$ cat src/hw/pmpc_pkg.sv
// constants, types and code tables for the phy mode, power and crossover control block
// assumes a single 40 MHz clock; line cells arrive already recovered from the analogue front end
//
// Summary of operation
// - at 10M, bit 19.0 powers 100M modules down
// - at 100M, bit 19.1 powers 10M modules down
// - control bit 0.12 enables auto-negotiation
// - negotiation picks highest common partner mode
// - 100M: 4B/5B, NRZI, MLT-3, scrambled serial data
// - 10M: serialise nibbles with Manchester coding
// - full duplex: transmit and receive run independently
// - 10M full duplex: no loopback, no SQE test
// - full duplex: CRS from receive only, COL low
// - no link: swap pairs when crossover enabled
// - pin or field 19.9:8 disables crossover
// - crossover resolves before negotiation starts
// - half duplex: CRS on either, COL on overlap
package pmpc_pkg;
  // ===========================================================
  // sizes
  localparam int FIFO_WIDTH = 4;
  localparam int FIFO_DEPTH = 8;
  // ===========================================================
  // timing
  localparam int CLK_NS = 25;
  localparam int XOVER_NS = 60000;
  localparam int XOVER_CYCLES = XOVER_NS / CLK_NS;
  localparam int SQE_NS = 1000;
  localparam int SQE_CYCLES = SQE_NS / CLK_NS;
  localparam logic [11:0] XOVER_LAST = 12'(XOVER_CYCLES - 1);
  localparam logic [5:0] SQE_LAST = 6'(SQE_CYCLES - 1);
  // line cell spacing in clocks minus one, model rate only
  localparam logic [2:0] CELL_DIV_100 = 3'h0;
  localparam logic [2:0] CELL_DIV_10 = 3'h3;
  // last cell index of one nibble on the line
  localparam logic [2:0] TX_LAST_100 = 3'h4;
  localparam logic [2:0] TX_LAST_10 = 3'h7;
  localparam logic [2:0] RX_LAST_100 = 3'h4;
  localparam logic [2:0] RX_LAST_10 = 3'h7;
  // ===========================================================
  // crossover control field values
  localparam logic [1:0] XOVER_AUTO = 2'h0;
  localparam logic [1:0] XOVER_MDIX = 2'h2;
  // ===========================================================
  // ability bit positions, highest index is the best mode
  localparam int ABIL_10HD = 0;
  localparam int ABIL_10FD = 1;
  localparam int ABIL_100HD = 2;
  localparam int ABIL_100FD = 3;
  localparam logic [3:0] LOCAL_ABILITY = 4'hf;
  // ===========================================================
  // scrambler x^11 + x^9 + 1 and MLT-3 levels
  localparam logic [10:0] LFSR_SEED = 11'h7ff;
  localparam int LFSR_TAP_A = 10;
  localparam int LFSR_TAP_B = 8;
  localparam logic [1:0] MLT_ZERO = 2'h0;
  localparam logic [1:0] MLT_POS = 2'h1;
  localparam logic [1:0] MLT_NEG = 2'h3;

  typedef enum logic [1:0] {ST_XOVER, ST_NEG, ST_UP} pmpc_state_e;

  // 4B/5B data code groups, first line bit in bit 4
  function automatic logic [4:0] pmpc_enc(input logic [3:0] nib);
    logic [4:0] s;
    case (nib)
      4'h0: s = 5'h1e;
      4'h1: s = 5'h09;
      4'h2: s = 5'h14;
      4'h3: s = 5'h15;
      4'h4: s = 5'h0a;
      4'h5: s = 5'h0b;
      4'h6: s = 5'h0e;
      4'h7: s = 5'h0f;
      4'h8: s = 5'h12;
      4'h9: s = 5'h13;
      4'ha: s = 5'h16;
      4'hb: s = 5'h17;
      4'hc: s = 5'h1a;
      4'hd: s = 5'h1b;
      4'he: s = 5'h1c;
      default: s = 5'h1d;
    endcase
    return s;
  endfunction

  // inverse table search; a non-data group decodes to zero
  function automatic logic [3:0] pmpc_dec(input logic [4:0] sym);
    logic [3:0] n;
    n = 4'h0;
    for (int i = 0; i < 16; i++) begin
      if (pmpc_enc(4'(i)) == sym) begin
        n = 4'(i);
      end
    end
    return n;
  endfunction
endpackage

$ cat src/hw/pmpc_stream_if.sv
// valid/ready stream carrier between the control block and its fifo
// assumes both ends run on the same clock
`timescale 1ns/100ps
`default_nettype none
interface pmpc_stream_if #(parameter int W = 4);
  logic valid;
  logic ready;
  logic [W-1:0] data;
  modport src (output valid, output data, input ready);
  modport snk (input valid, input data, output ready);
endinterface // pmpc_stream_if
`default_nettype wire

$ cat src/hw/pmpc_fifo.sv
// synchronous fifo of flip-flops with valid/ready on both sides
// assumes the drain side may stall at any time; in-side ready is registered
`timescale 1ns/100ps
`default_nettype none
module pmpc_fifo #(
  parameter int WIDTH = 4,
  parameter int DEPTH = 8
) (
  input wire logic mclk, // system clock
  input wire logic reset, // async reset, high
  pmpc_stream_if.snk wr, // filling side
  pmpc_stream_if.src rd // draining side
);
  localparam int AW = $clog2(DEPTH);
  logic [WIDTH-1:0] mem [DEPTH];
  logic [AW-1:0] wp;
  logic [AW-1:0] rp;
  logic [AW:0] count;
  logic [AW:0] next_count;
  logic push;
  logic pop;

  // ===========================================================
  // handshakes
  assign push = wr.valid & wr.ready;
  assign pop = rd.valid & rd.ready;
  assign rd.valid = (count != '0);
  assign rd.data = mem[rp];
  assign next_count = (AW+1)'(count + {{AW{1'b0}}, push} - {{AW{1'b0}}, pop});

  // occupancy and pointers
  always_ff @(posedge mclk or posedge reset) begin
    if (reset) begin
      count <= '0;
      wp <= '0;
      rp <= '0;
    end else begin
      count <= next_count;
      if (push) begin
        wp <= (wp == AW'(DEPTH - 1)) ? '0 : AW'(wp + 1'b1);
      end
      if (pop) begin
        rp <= (rp == AW'(DEPTH - 1)) ? '0 : AW'(rp + 1'b1);
      end
    end
  end

  // registered ready keeps the combinational path off the source
  always_ff @(posedge mclk or posedge reset) begin
    if (reset) begin
      wr.ready <= 1'b1;
    end else begin
      wr.ready <= (next_count < (AW+1)'(DEPTH));
    end
  end

  // one storage word per entry
  for (genvar e = 0; e < DEPTH; e++) begin : g_mem
    always_ff @(posedge mclk) begin
      if (push && wp == AW'(e)) begin
        mem[e] <= wr.data;
      end
    end
  end
endmodule // pmpc_fifo
`default_nettype wire

$ cat src/hw/pmpc_ctrl.sv
// top of the mode, power-saving and crossover control with the mac and line data paths
// assumes mac side and line cell strobes are synchronous to mclk; the analogue front end
// recovers line cells and reports energy, and management bits arrive as plain levels
`timescale 1ns/100ps
`default_nettype none
module pmpc_ctrl
  import pmpc_pkg::*;
(
  input wire logic mclk, // 40 MHz system clock
  input wire logic reset, // async reset, high
  input wire logic [3:0] mac_txd, // transmit nibble
  input wire logic mac_tx_valid, // transmit enable, nibble valid
  output logic mac_tx_ready, // fifo can take a nibble
  output logic [3:0] mac_rxd, // received nibble
  output logic mac_rx_dv, // one-cycle strobe per received nibble
  output logic mac_crs, // carrier sense
  output logic mac_col, // collision
  output logic [1:0] line_tx_mlt, // 100M transmit level
  output logic line_tx_manch, // 10M transmit cell
  output logic line_tx_en, // transmit cell strobe
  input wire logic [1:0] line_rx_mlt, // 100M receive level
  input wire logic line_rx_manch, // 10M receive cell
  input wire logic line_rx_valid, // receive cell strobe
  input wire logic line_rx_active, // frame on receive pair
  input wire logic line_energy, // link signal detected
  input wire logic [3:0] partner_ability, // partner mode bits
  input wire logic partner_valid, // partner page received
  input wire logic an_enable, // negotiation enable, 0.12
  input wire logic forced_speed100, // forced speed when negotiation off
  input wire logic forced_full, // forced duplex when negotiation off
  input wire logic psave_100_off, // 19.0
  input wire logic psave_10_off, // 19.1
  input wire logic [1:0] crossover_ctrl, // 19.9:8
  input wire logic crossover_auto_enable_pin, // pin, high enables auto
  output logic mdix_active, // pairs swapped
  output logic link_up, // link established
  output logic speed100, // resolved speed
  output logic full_duplex, // resolved duplex
  output logic mod100_enable, // 100M modules powered
  output logic mod10_enable // 10M modules powered
);
  pmpc_stream_if #(.W(FIFO_WIDTH)) tx_in ();
  pmpc_stream_if #(.W(FIFO_WIDTH)) tx_out ();

  pmpc_state_e state;
  logic [11:0] xover_cnt;
  logic xover_on;
  logic [2:0] cell_cnt;
  logic cell_tick;
  logic tx_busy;
  logic [4:0] tx_sym;
  logic [2:0] tx_idx;
  logic [2:0] tx_last;
  logic tx_load;
  logic tx_bit100;
  logic tx_bit10;
  logic tx_cell10;
  logic [10:0] tx_lfsr;
  logic tx_scr;
  logic [1:0] mlt_phase;
  logic [1:0] next_mlt_phase;
  logic tx_act;
  logic tx_act_d;
  logic [5:0] sqe_cnt;
  logic sqe_on;
  logic loop_on;
  logic rx_cell_v;
  logic rx_cell;
  logic rx_act;
  logic [1:0] rx_prev_mlt;
  logic [10:0] rx_lfsr;
  logic [4:0] rx_shift;
  logic [2:0] rx_idx;
  logic [2:0] rx_last;
  logic rx_bit100;
  logic [3:0] common;

  // ===========================================================
  // transmit fifo
  assign tx_in.valid = mac_tx_valid;
  assign tx_in.data = mac_txd;
  assign mac_tx_ready = tx_in.ready;

  pmpc_fifo #(.WIDTH(FIFO_WIDTH), .DEPTH(FIFO_DEPTH)) u_fifo (
    .mclk(mclk),
    .reset(reset),
    .wr(tx_in),
    .rd(tx_out)
  );

  // ===========================================================
  // link sequencing: crossover, then negotiation, then link
  // pin or field disables
  assign xover_on = crossover_auto_enable_pin && (crossover_ctrl == XOVER_AUTO);
  assign common = LOCAL_ABILITY & partner_ability;

  // mode sequencer
  always_ff @(posedge mclk or posedge reset) begin
    if (reset) begin
      state <= ST_XOVER;
      link_up <= 1'b0;
      speed100 <= 1'b0;
      full_duplex <= 1'b0;
    end else begin
      case (state)
        ST_XOVER: begin
          if (!xover_on || line_energy) begin
            state <= ST_NEG;
          end
        end
        ST_NEG: begin
          // energy lost before link with crossover enabled: back to the pair hunt
          if (xover_on && !line_energy) begin
            state <= ST_XOVER;
          end else if (!an_enable) begin
            speed100 <= forced_speed100;
            full_duplex <= forced_full;
            link_up <= 1'b1;
            state <= ST_UP;
          end else if (partner_valid) begin
            if (common[ABIL_100FD]) begin
              speed100 <= 1'b1;
              full_duplex <= 1'b1;
            end else if (common[ABIL_100HD]) begin
              speed100 <= 1'b1;
              full_duplex <= 1'b0;
            end else if (common[ABIL_10FD]) begin
              speed100 <= 1'b0;
              full_duplex <= 1'b1;
            end else begin
              speed100 <= 1'b0;
              full_duplex <= 1'b0;
            end
            // nothing in common means no link, restart the hunt
            link_up <= (common != 4'h0);
            state <= (common != 4'h0) ? ST_UP : ST_XOVER;
          end
        end
        ST_UP: begin
          if (!line_energy) begin
            link_up <= 1'b0;
            state <= ST_XOVER;
          end
        end
        default: begin
          link_up <= 1'b0;
          state <= ST_XOVER;
        end
      endcase
    end
  end

  // pair assignment; a swap only while hunting keeps a working pair once link is seen
  always_ff @(posedge mclk or posedge reset) begin
    if (reset) begin
      mdix_active <= 1'b0;
      xover_cnt <= '0;
    end else if (!xover_on) begin
      mdix_active <= (crossover_ctrl == XOVER_MDIX);
      xover_cnt <= '0;
    end else if (state == ST_XOVER && !line_energy) begin
      if (xover_cnt == XOVER_LAST) begin
        xover_cnt <= '0;
        mdix_active <= ~mdix_active;
      end else begin
        xover_cnt <= 12'(xover_cnt + 1'b1);
      end
    end else begin
      xover_cnt <= '0;
    end
  end

  // ===========================================================
  // power saving: unused speed modules off only when asked
  always_ff @(posedge mclk or posedge reset) begin
    if (reset) begin
      mod100_enable <= 1'b1;
      mod10_enable <= 1'b1;
    end else begin
      mod100_enable <= !(link_up && !speed100 && psave_100_off);
      mod10_enable <= !(link_up && speed100 && psave_10_off);
    end
  end

  // ===========================================================
  // line cell timing, reduced model rate
  assign cell_tick = (cell_cnt == 3'h0);

  always_ff @(posedge mclk or posedge reset) begin
    if (reset) begin
      cell_cnt <= 3'h0;
    end else if (cell_tick) begin
      cell_cnt <= speed100 ? CELL_DIV_100 : CELL_DIV_10;
    end else begin
      cell_cnt <= 3'(cell_cnt - 1'b1);
    end
  end

  // ===========================================================
  // transmit serialiser
  assign tx_last = speed100 ? TX_LAST_100 : TX_LAST_10;
  assign tx_load = cell_tick && (!tx_busy || tx_idx == tx_last);
  assign tx_out.ready = tx_load;
  assign tx_bit100 = tx_sym[3'(TX_LAST_100 - tx_idx)];
  assign tx_bit10 = tx_sym[tx_idx[2:1]];
  // Manchester: inverted half then true half
  assign tx_cell10 = tx_idx[0] ? tx_bit10 : ~tx_bit10;
  assign tx_scr = tx_bit100 ^ tx_lfsr[LFSR_TAP_A];
  assign next_mlt_phase = tx_scr ? 2'(mlt_phase + 1'b1) : mlt_phase;

  // nibble load and cell index
  always_ff @(posedge mclk or posedge reset) begin
    if (reset) begin
      tx_busy <= 1'b0;
      tx_sym <= 5'h00;
      tx_idx <= 3'h0;
    end else if (tx_load) begin
      tx_busy <= tx_out.valid;
      tx_idx <= 3'h0;
      if (tx_out.valid) begin
        tx_sym <= speed100 ? pmpc_enc(tx_out.data) : {1'b0, tx_out.data};
      end
    end else if (cell_tick && tx_busy) begin
      tx_idx <= 3'(tx_idx + 1'b1);
    end
  end

  // line drive; scrambler runs only on 100M cells so both ends stay aligned per frame
  always_ff @(posedge mclk or posedge reset) begin
    if (reset) begin
      tx_lfsr <= LFSR_SEED;
      mlt_phase <= 2'h0;
      line_tx_mlt <= MLT_ZERO;
      line_tx_manch <= 1'b0;
      line_tx_en <= 1'b0;
    end else begin
      line_tx_en <= cell_tick && tx_busy;
      if (!tx_busy) begin
        tx_lfsr <= LFSR_SEED;
      end else if (cell_tick && speed100) begin
        tx_lfsr <= {tx_lfsr[9:0], tx_lfsr[LFSR_TAP_A] ^ tx_lfsr[LFSR_TAP_B]};
        mlt_phase <= next_mlt_phase;
        case (next_mlt_phase)
          2'h1: line_tx_mlt <= MLT_POS;
          2'h3: line_tx_mlt <= MLT_NEG;
          default: line_tx_mlt <= MLT_ZERO;
        endcase
      end else if (cell_tick) begin
        line_tx_manch <= tx_cell10;
      end
    end
  end

  // ===========================================================
  // receive path
  // loopback only in 10M half duplex
  assign loop_on = !speed100 && !full_duplex && tx_busy && !line_rx_active;
  assign rx_cell_v = loop_on ? (cell_tick && tx_busy) : line_rx_valid;
  assign rx_cell = loop_on ? tx_cell10 : line_rx_manch;
  assign rx_act = line_rx_active || loop_on;
  assign rx_last = speed100 ? RX_LAST_100 : RX_LAST_10;
  // MLT-3 change is a one, then descramble
  assign rx_bit100 = (line_rx_mlt != rx_prev_mlt) ^ rx_lfsr[LFSR_TAP_A];

  // deserialiser and decoders
  always_ff @(posedge mclk or posedge reset) begin
    if (reset) begin
      rx_prev_mlt <= MLT_ZERO;
      rx_lfsr <= LFSR_SEED;
      rx_shift <= 5'h00;
      rx_idx <= 3'h0;
      mac_rxd <= 4'h0;
      mac_rx_dv <= 1'b0;
    end else begin
      mac_rx_dv <= 1'b0;
      if (!rx_act) begin
        rx_lfsr <= LFSR_SEED;
        rx_idx <= 3'h0;
        rx_prev_mlt <= line_rx_mlt;
      end else if (rx_cell_v) begin
        rx_idx <= (rx_idx == rx_last) ? 3'h0 : 3'(rx_idx + 1'b1);
        if (speed100) begin
          rx_prev_mlt <= line_rx_mlt;
          rx_lfsr <= {rx_lfsr[9:0], rx_lfsr[LFSR_TAP_A] ^ rx_lfsr[LFSR_TAP_B]};
          rx_shift <= {rx_shift[3:0], rx_bit100};
          if (rx_idx == rx_last) begin
            mac_rxd <= pmpc_dec({rx_shift[3:0], rx_bit100});
            mac_rx_dv <= 1'b1;
          end
        end else if (rx_idx[0] == 1'b0) begin
          // first half cell carries the inverted bit
          rx_shift[rx_idx[2:1]] <= ~rx_cell;
        end else if (rx_idx == rx_last) begin
          mac_rxd <= rx_shift[3:0];
          mac_rx_dv <= 1'b1;
        end
      end
    end
  end

  // ===========================================================
  // carrier sense, collision and heartbeat test
  assign tx_act = mac_tx_valid || tx_out.valid || tx_busy;

  // heartbeat after each 10M half duplex transmission
  always_ff @(posedge mclk or posedge reset) begin
    if (reset) begin
      tx_act_d <= 1'b0;
      sqe_on <= 1'b0;
      sqe_cnt <= 6'h00;
    end else begin
      tx_act_d <= tx_act;
      if (tx_act_d && !tx_act && !speed100 && !full_duplex) begin
        sqe_on <= 1'b1;
        sqe_cnt <= 6'h00;
      end else if (sqe_on) begin
        sqe_on <= (sqe_cnt != SQE_LAST);
        sqe_cnt <= 6'(sqe_cnt + 1'b1);
      end
    end
  end

  // mii status pins
  always_ff @(posedge mclk or posedge reset) begin
    if (reset) begin
      mac_crs <= 1'b0;
      mac_col <= 1'b0;
    end else if (full_duplex) begin
      mac_crs <= line_rx_active;
      mac_col <= 1'b0;
    end else begin
      mac_crs <= tx_act || line_rx_active;
      mac_col <= (tx_act && line_rx_active) || sqe_on;
    end
  end
endmodule // pmpc_ctrl
`default_nettype wire

$ cat config.mk
export PLATFORM = sky130hd
export DESIGN_NAME = pmpc_ctrl
export DESIGN_NICKNAME = d
export VERILOG_FILES = /design/src/hw/pmpc_pkg.sv /design/src/hw/pmpc_stream_if.sv /design/src/hw/pmpc_fifo.sv /design/src/hw/pmpc_ctrl.sv
export SDC_FILE = /design/constraint.sdc
export NUM_CORES = 1
export LEC_CHECK = 0
export BUFFER_PORTS_ARGS = -buffer_cell sky130_fd_sc_hd__clkbuf_2
export CORE_ASPECT_RATIO = 1.75
export CORE_MARGIN = 5
export CORE_UTILIZATION = 50
export CTS_CLUSTER_SIZE = 40
export DETAILED_ROUTE_END_ITERATION = 10
export GPL_TIMING_DRIVEN = 0
export MAX_ROUTING_LAYER = met4
export PLACE_DENSITY = 0.67
export SLEW_MARGIN = 10
export SYNTH_ARGS = -nofsm -noshare
export SYNTH_HDL_FRONTEND = slang
export SYNTH_SLANG_ARGS = --single-unit
$ cat constraint.sdc
create_clock -name mclk -period 4.65 [get_ports mclk]
set_input_delay 0.93 -clock mclk [delete_from_list [all_inputs] [get_ports mclk]]
set_output_delay 0.93 -clock mclk [all_outputs]
set_load 0.02 [all_outputs]
==> impl_metrics.toml <==
[outcome]
status = "completed"

[cells_and_area]
drive_gt1_frac = 0.2355
diodes = 0
fin_area_sq_um = 6984
areaGrowthSynthToFinish_pct = 17.54
fin_nets = 622
utilization = 0.5997

[detailed_routing]
postRouteAntennaNets = 0
firstDrtPassIters = 4
routed-via-count = 3925
wl_per_cell_microns = 15.23
wl_microns = 10980
via_per_inst = 5.444
drcViolationCount = 0
drt_first_iter_violations = 146

[grt]
antenna_found_initial = 0
grt_usage = 0.1705
grt_pass1_vias = 4095
grt_pass1_wl_microns = 18840
overflow = 0
grt_max_degree = 65

[flow_run]
maxCapViolations = 0

[clocking]
postCtsSetupBuffers = 0
cts_tree = "done"
htreeDepth = 4
ctsHoldBuffers = 0
root_buffer = "clkbuf_16"
numCtsBuffers = 17
cts.repair.resized = 0
cts_sinks = 126
clk_pin_slew_ns = 0.06
cts.path.max_buffers = 2
insertion_delay_ns = 0.40

[die]
die_area_sq_um = 14250
dieWidth_microns = 92.41
core-area_sq_um = 11650
initial_core_util = 0.5102
fp.dieH_microns = 154.2
num_rows = 52
io_pins = 44

[critical_path]
r2r_slack_ns = 1.71
timing.rr.end = "mac_rxd[0]"
cp-end-kind = "flip-flop"
reg2reg_depth = 7
crit_type = "flip-flop to flip-flop"
worstSetupStartpointType = "flip-flop"
cp.arrival_ns = 3.23
critPathMaxFanout = 11
cp.required_ns = 4.94
reg2reg_from = "speed100"

[timing]
worstMarginPinSlew_ns = 0.7058
rsz0062_at_grt = "no"
setup_viol = 0
skew_ns = 0.007122
finalHoldViolCount = 0
post-route-min-period_ns = 2.938
tns_ns = 0
finalCritPeriodShare = 0.6318
fin_ws_ns = 1.712
slew_headroom = 0.5259
max_clock_freq_ghz = 0.3404
report.final.slew_viol_count = 0

[worst_hold_path]
holdCritPathClass = "flip-flop to flip-flop"
min-delay-start = "cell_cnt[0]"
holdPathStages = 1
worstHoldEndpoint = "cell_cnt[0]"

[synth]
yosys_register_bits = 126
yosysWarnings = 0
synth-seq-area-share = 0.5629
yosysUniqueCellTypes = 56
synth_edf_count = 32
syn_area_sq_um = 5942
synth_ff_type = "dfrtp_1"
async_flop_share = 0.7460
syn_inst = 510
syn_avg_cell_area_sq_um = 11.65
synth_nets = 559

[placement]
place_hpwl_microns = 7948
port_buffers = 43
dp_slack_ns = 1.675
gp_congestion = 0.8278
postPlaceCellArea_sq_um = 6356

[power]
total_power_uw = 4623
ir_drop_v = 0.0002930
p_leak_uw = 0.002997
power.density_nw_per_um2 = 661.9
## worst max path at each step
stage                         from  cells past startpoint  slack, ns             end
after floorplan              reset                      1       1.31     cell_cnt[0]
after global placement       reset                      2       0.27  rx_prev_mlt[1]
after detailed placement  speed100                      7       1.67      mac_rxd[0]
after CTS                 speed100                      7       1.65      mac_rxd[0]
after global routing      speed100                      7       1.44      mac_rxd[0]
final                     speed100                      7       1.71      mac_rxd[0]
## layer usage
metal	global-route usage	vias up	share of wire
li1	-	1922	-
met1	0.1786	1949	0.39
met2	0.3085	46	0.57
met3	0.04181	8	0.027
met4	0.05811	0	0.011
met5	-	-	0
## synth_stat cells (2+ instances only)
cell type	number	area share
dfrtp_1	69	0.29
nand2_1	52	0.033
nor2_1	37	0.023
edfxtp_1	32	0.16
inv_1	30	0.019
a21oi_1	25	0.021
dfstp_2	25	0.11
ha_1	22	0.046
nand3_1	19	0.016
xnor2_1	18	0.027
o21ai_0	16	0.013
xor2_1	15	0.022
and3_1	13	0.014
clkbuf_1	11	0.0069
mux2_2	11	0.021
o22a_1	11	0.016
mux4_2	10	0.038
nand2b_1	8	0.0084
nor3_1	7	0.0059
mux2i_1	6	0.010
a21o_1	5	0.0063
and2_1	5	0.0053
nand4_1	5	0.0053
o211ai_1	5	0.0063
buf_2	4	0.0034
o22ai_1	4	0.0042
buf_4	3	0.0038
mux2i_2	3	0.0069
nor3b_1	3	0.0038
o31ai_1	3	0.0038
or3_1	3	0.0032
a211oi_1	2	0.0025
a31oi_1	2	0.0021
nand3b_1	2	0.0025
nor4_1	2	0.0021
or3b_2	2	0.0029
## worst max-delay path, cell delays in order, from the launching register on
cell and delay (ns):
dfrtp_1 0.51, buf_4 0.24, inv_1 0.24, buf_1 0.44, ha_1 0.24, nand3_1 0.13
nor3_1 0.61, mux2_2 0.40
## cell usage in the layout (no fill, tap or decap), types with 3 or more instances in the layout
cell	netlist	layout
nand3_1	19	19
mux2i_2	3	3
o22ai_1	4	4
o21ai_0	16	16
ha_1	22	22
dfrtp_1	69	69
dfstp_2	25	25
nand4_1	5	5
xnor2_1	18	18
a21oi_1	25	25
o31ai_1	3	3
mux2i_1	6	6
xor2_1	15	15
clkbuf_2	1	44
clkinv_2	0	3
nor3_1	7	7
clkbuf_16	0	17
or3_1	3	3
o211ai_1	5	5
clkinv_1	1	3
clkinvlp_4	0	3
mux4_2	10	10
and3_1	13	13
o22a_1	11	11
nand2_1	52	52
edfxtp_1	32	32
nand2b_1	8	8
nor3b_1	3	3
clkbuf_1	11	13
nor2_1	37	37
and2_1	5	5
inv_1	30	29
bufinv_16	0	5
mux2_2	11	11
a21o_1	5	5
buf_4	3	3
buf_2	4	4
## through the flow
stage | hold WS (ns) | cells
6_report | 0.4649 | 721
3_3_place_gp | 0.4328 | 688
4_1_cts | 0.4668 | 721
3_5_place_dp | 0.4593 | 689
2_1_floorplan | 0.4199 | 510
5_1_grt | 0.4696 | 721
## report_power, final
group          switching, uW  internal, uW
clock                    454           943
combinational            826           674
sequential               242          1480
total                   1520          3100
## cells by family after synthesis
logic type,Yosys count,synth area share
XOR/XNOR,33,0.04864
multiplexers,30,0.07581
AND/OR/NAND/NOR,165,0.1392
AO/OA/AOI/OAI,81,0.08676
buffers and inverters,52,0.03706
adder cells (fa/ha/maj),23,0.04969
flip-flops,126,0.5629
## state kept, by name (all words and copies together), names as in the netlist, 2 cells and up
name	flops
rx_shift	4
u_fifo.wp	3
cell_cnt	3
u_fifo.count	4
u_fifo.mem	32
state	2
tx_lfsr	11
tx_sym	5
rx_prev_mlt	2
sqe_cnt	6
rx_lfsr	11
xover_cnt	12
rx_idx	3
u_fifo.rp	3
mac_rxd	4
tx_idx	3
line_tx_mlt	2
## cell type report
cell class | count | area [sq um]
Fill cell | 942 | 4662
Sequential cell | 126 | 3344
Clock inverter | 13 | 195.2
Buffer | 21 | 103.9
Inverter | 31 | 118.9
Multi-Input combinational cell | 332 | 2377
Clock buffer | 19 | 432.9
Timing Repair Buffer | 44 | 242.7
Tap cell | 135 | 168.9
Note: power is estimated with default switching activity, not from simulation.
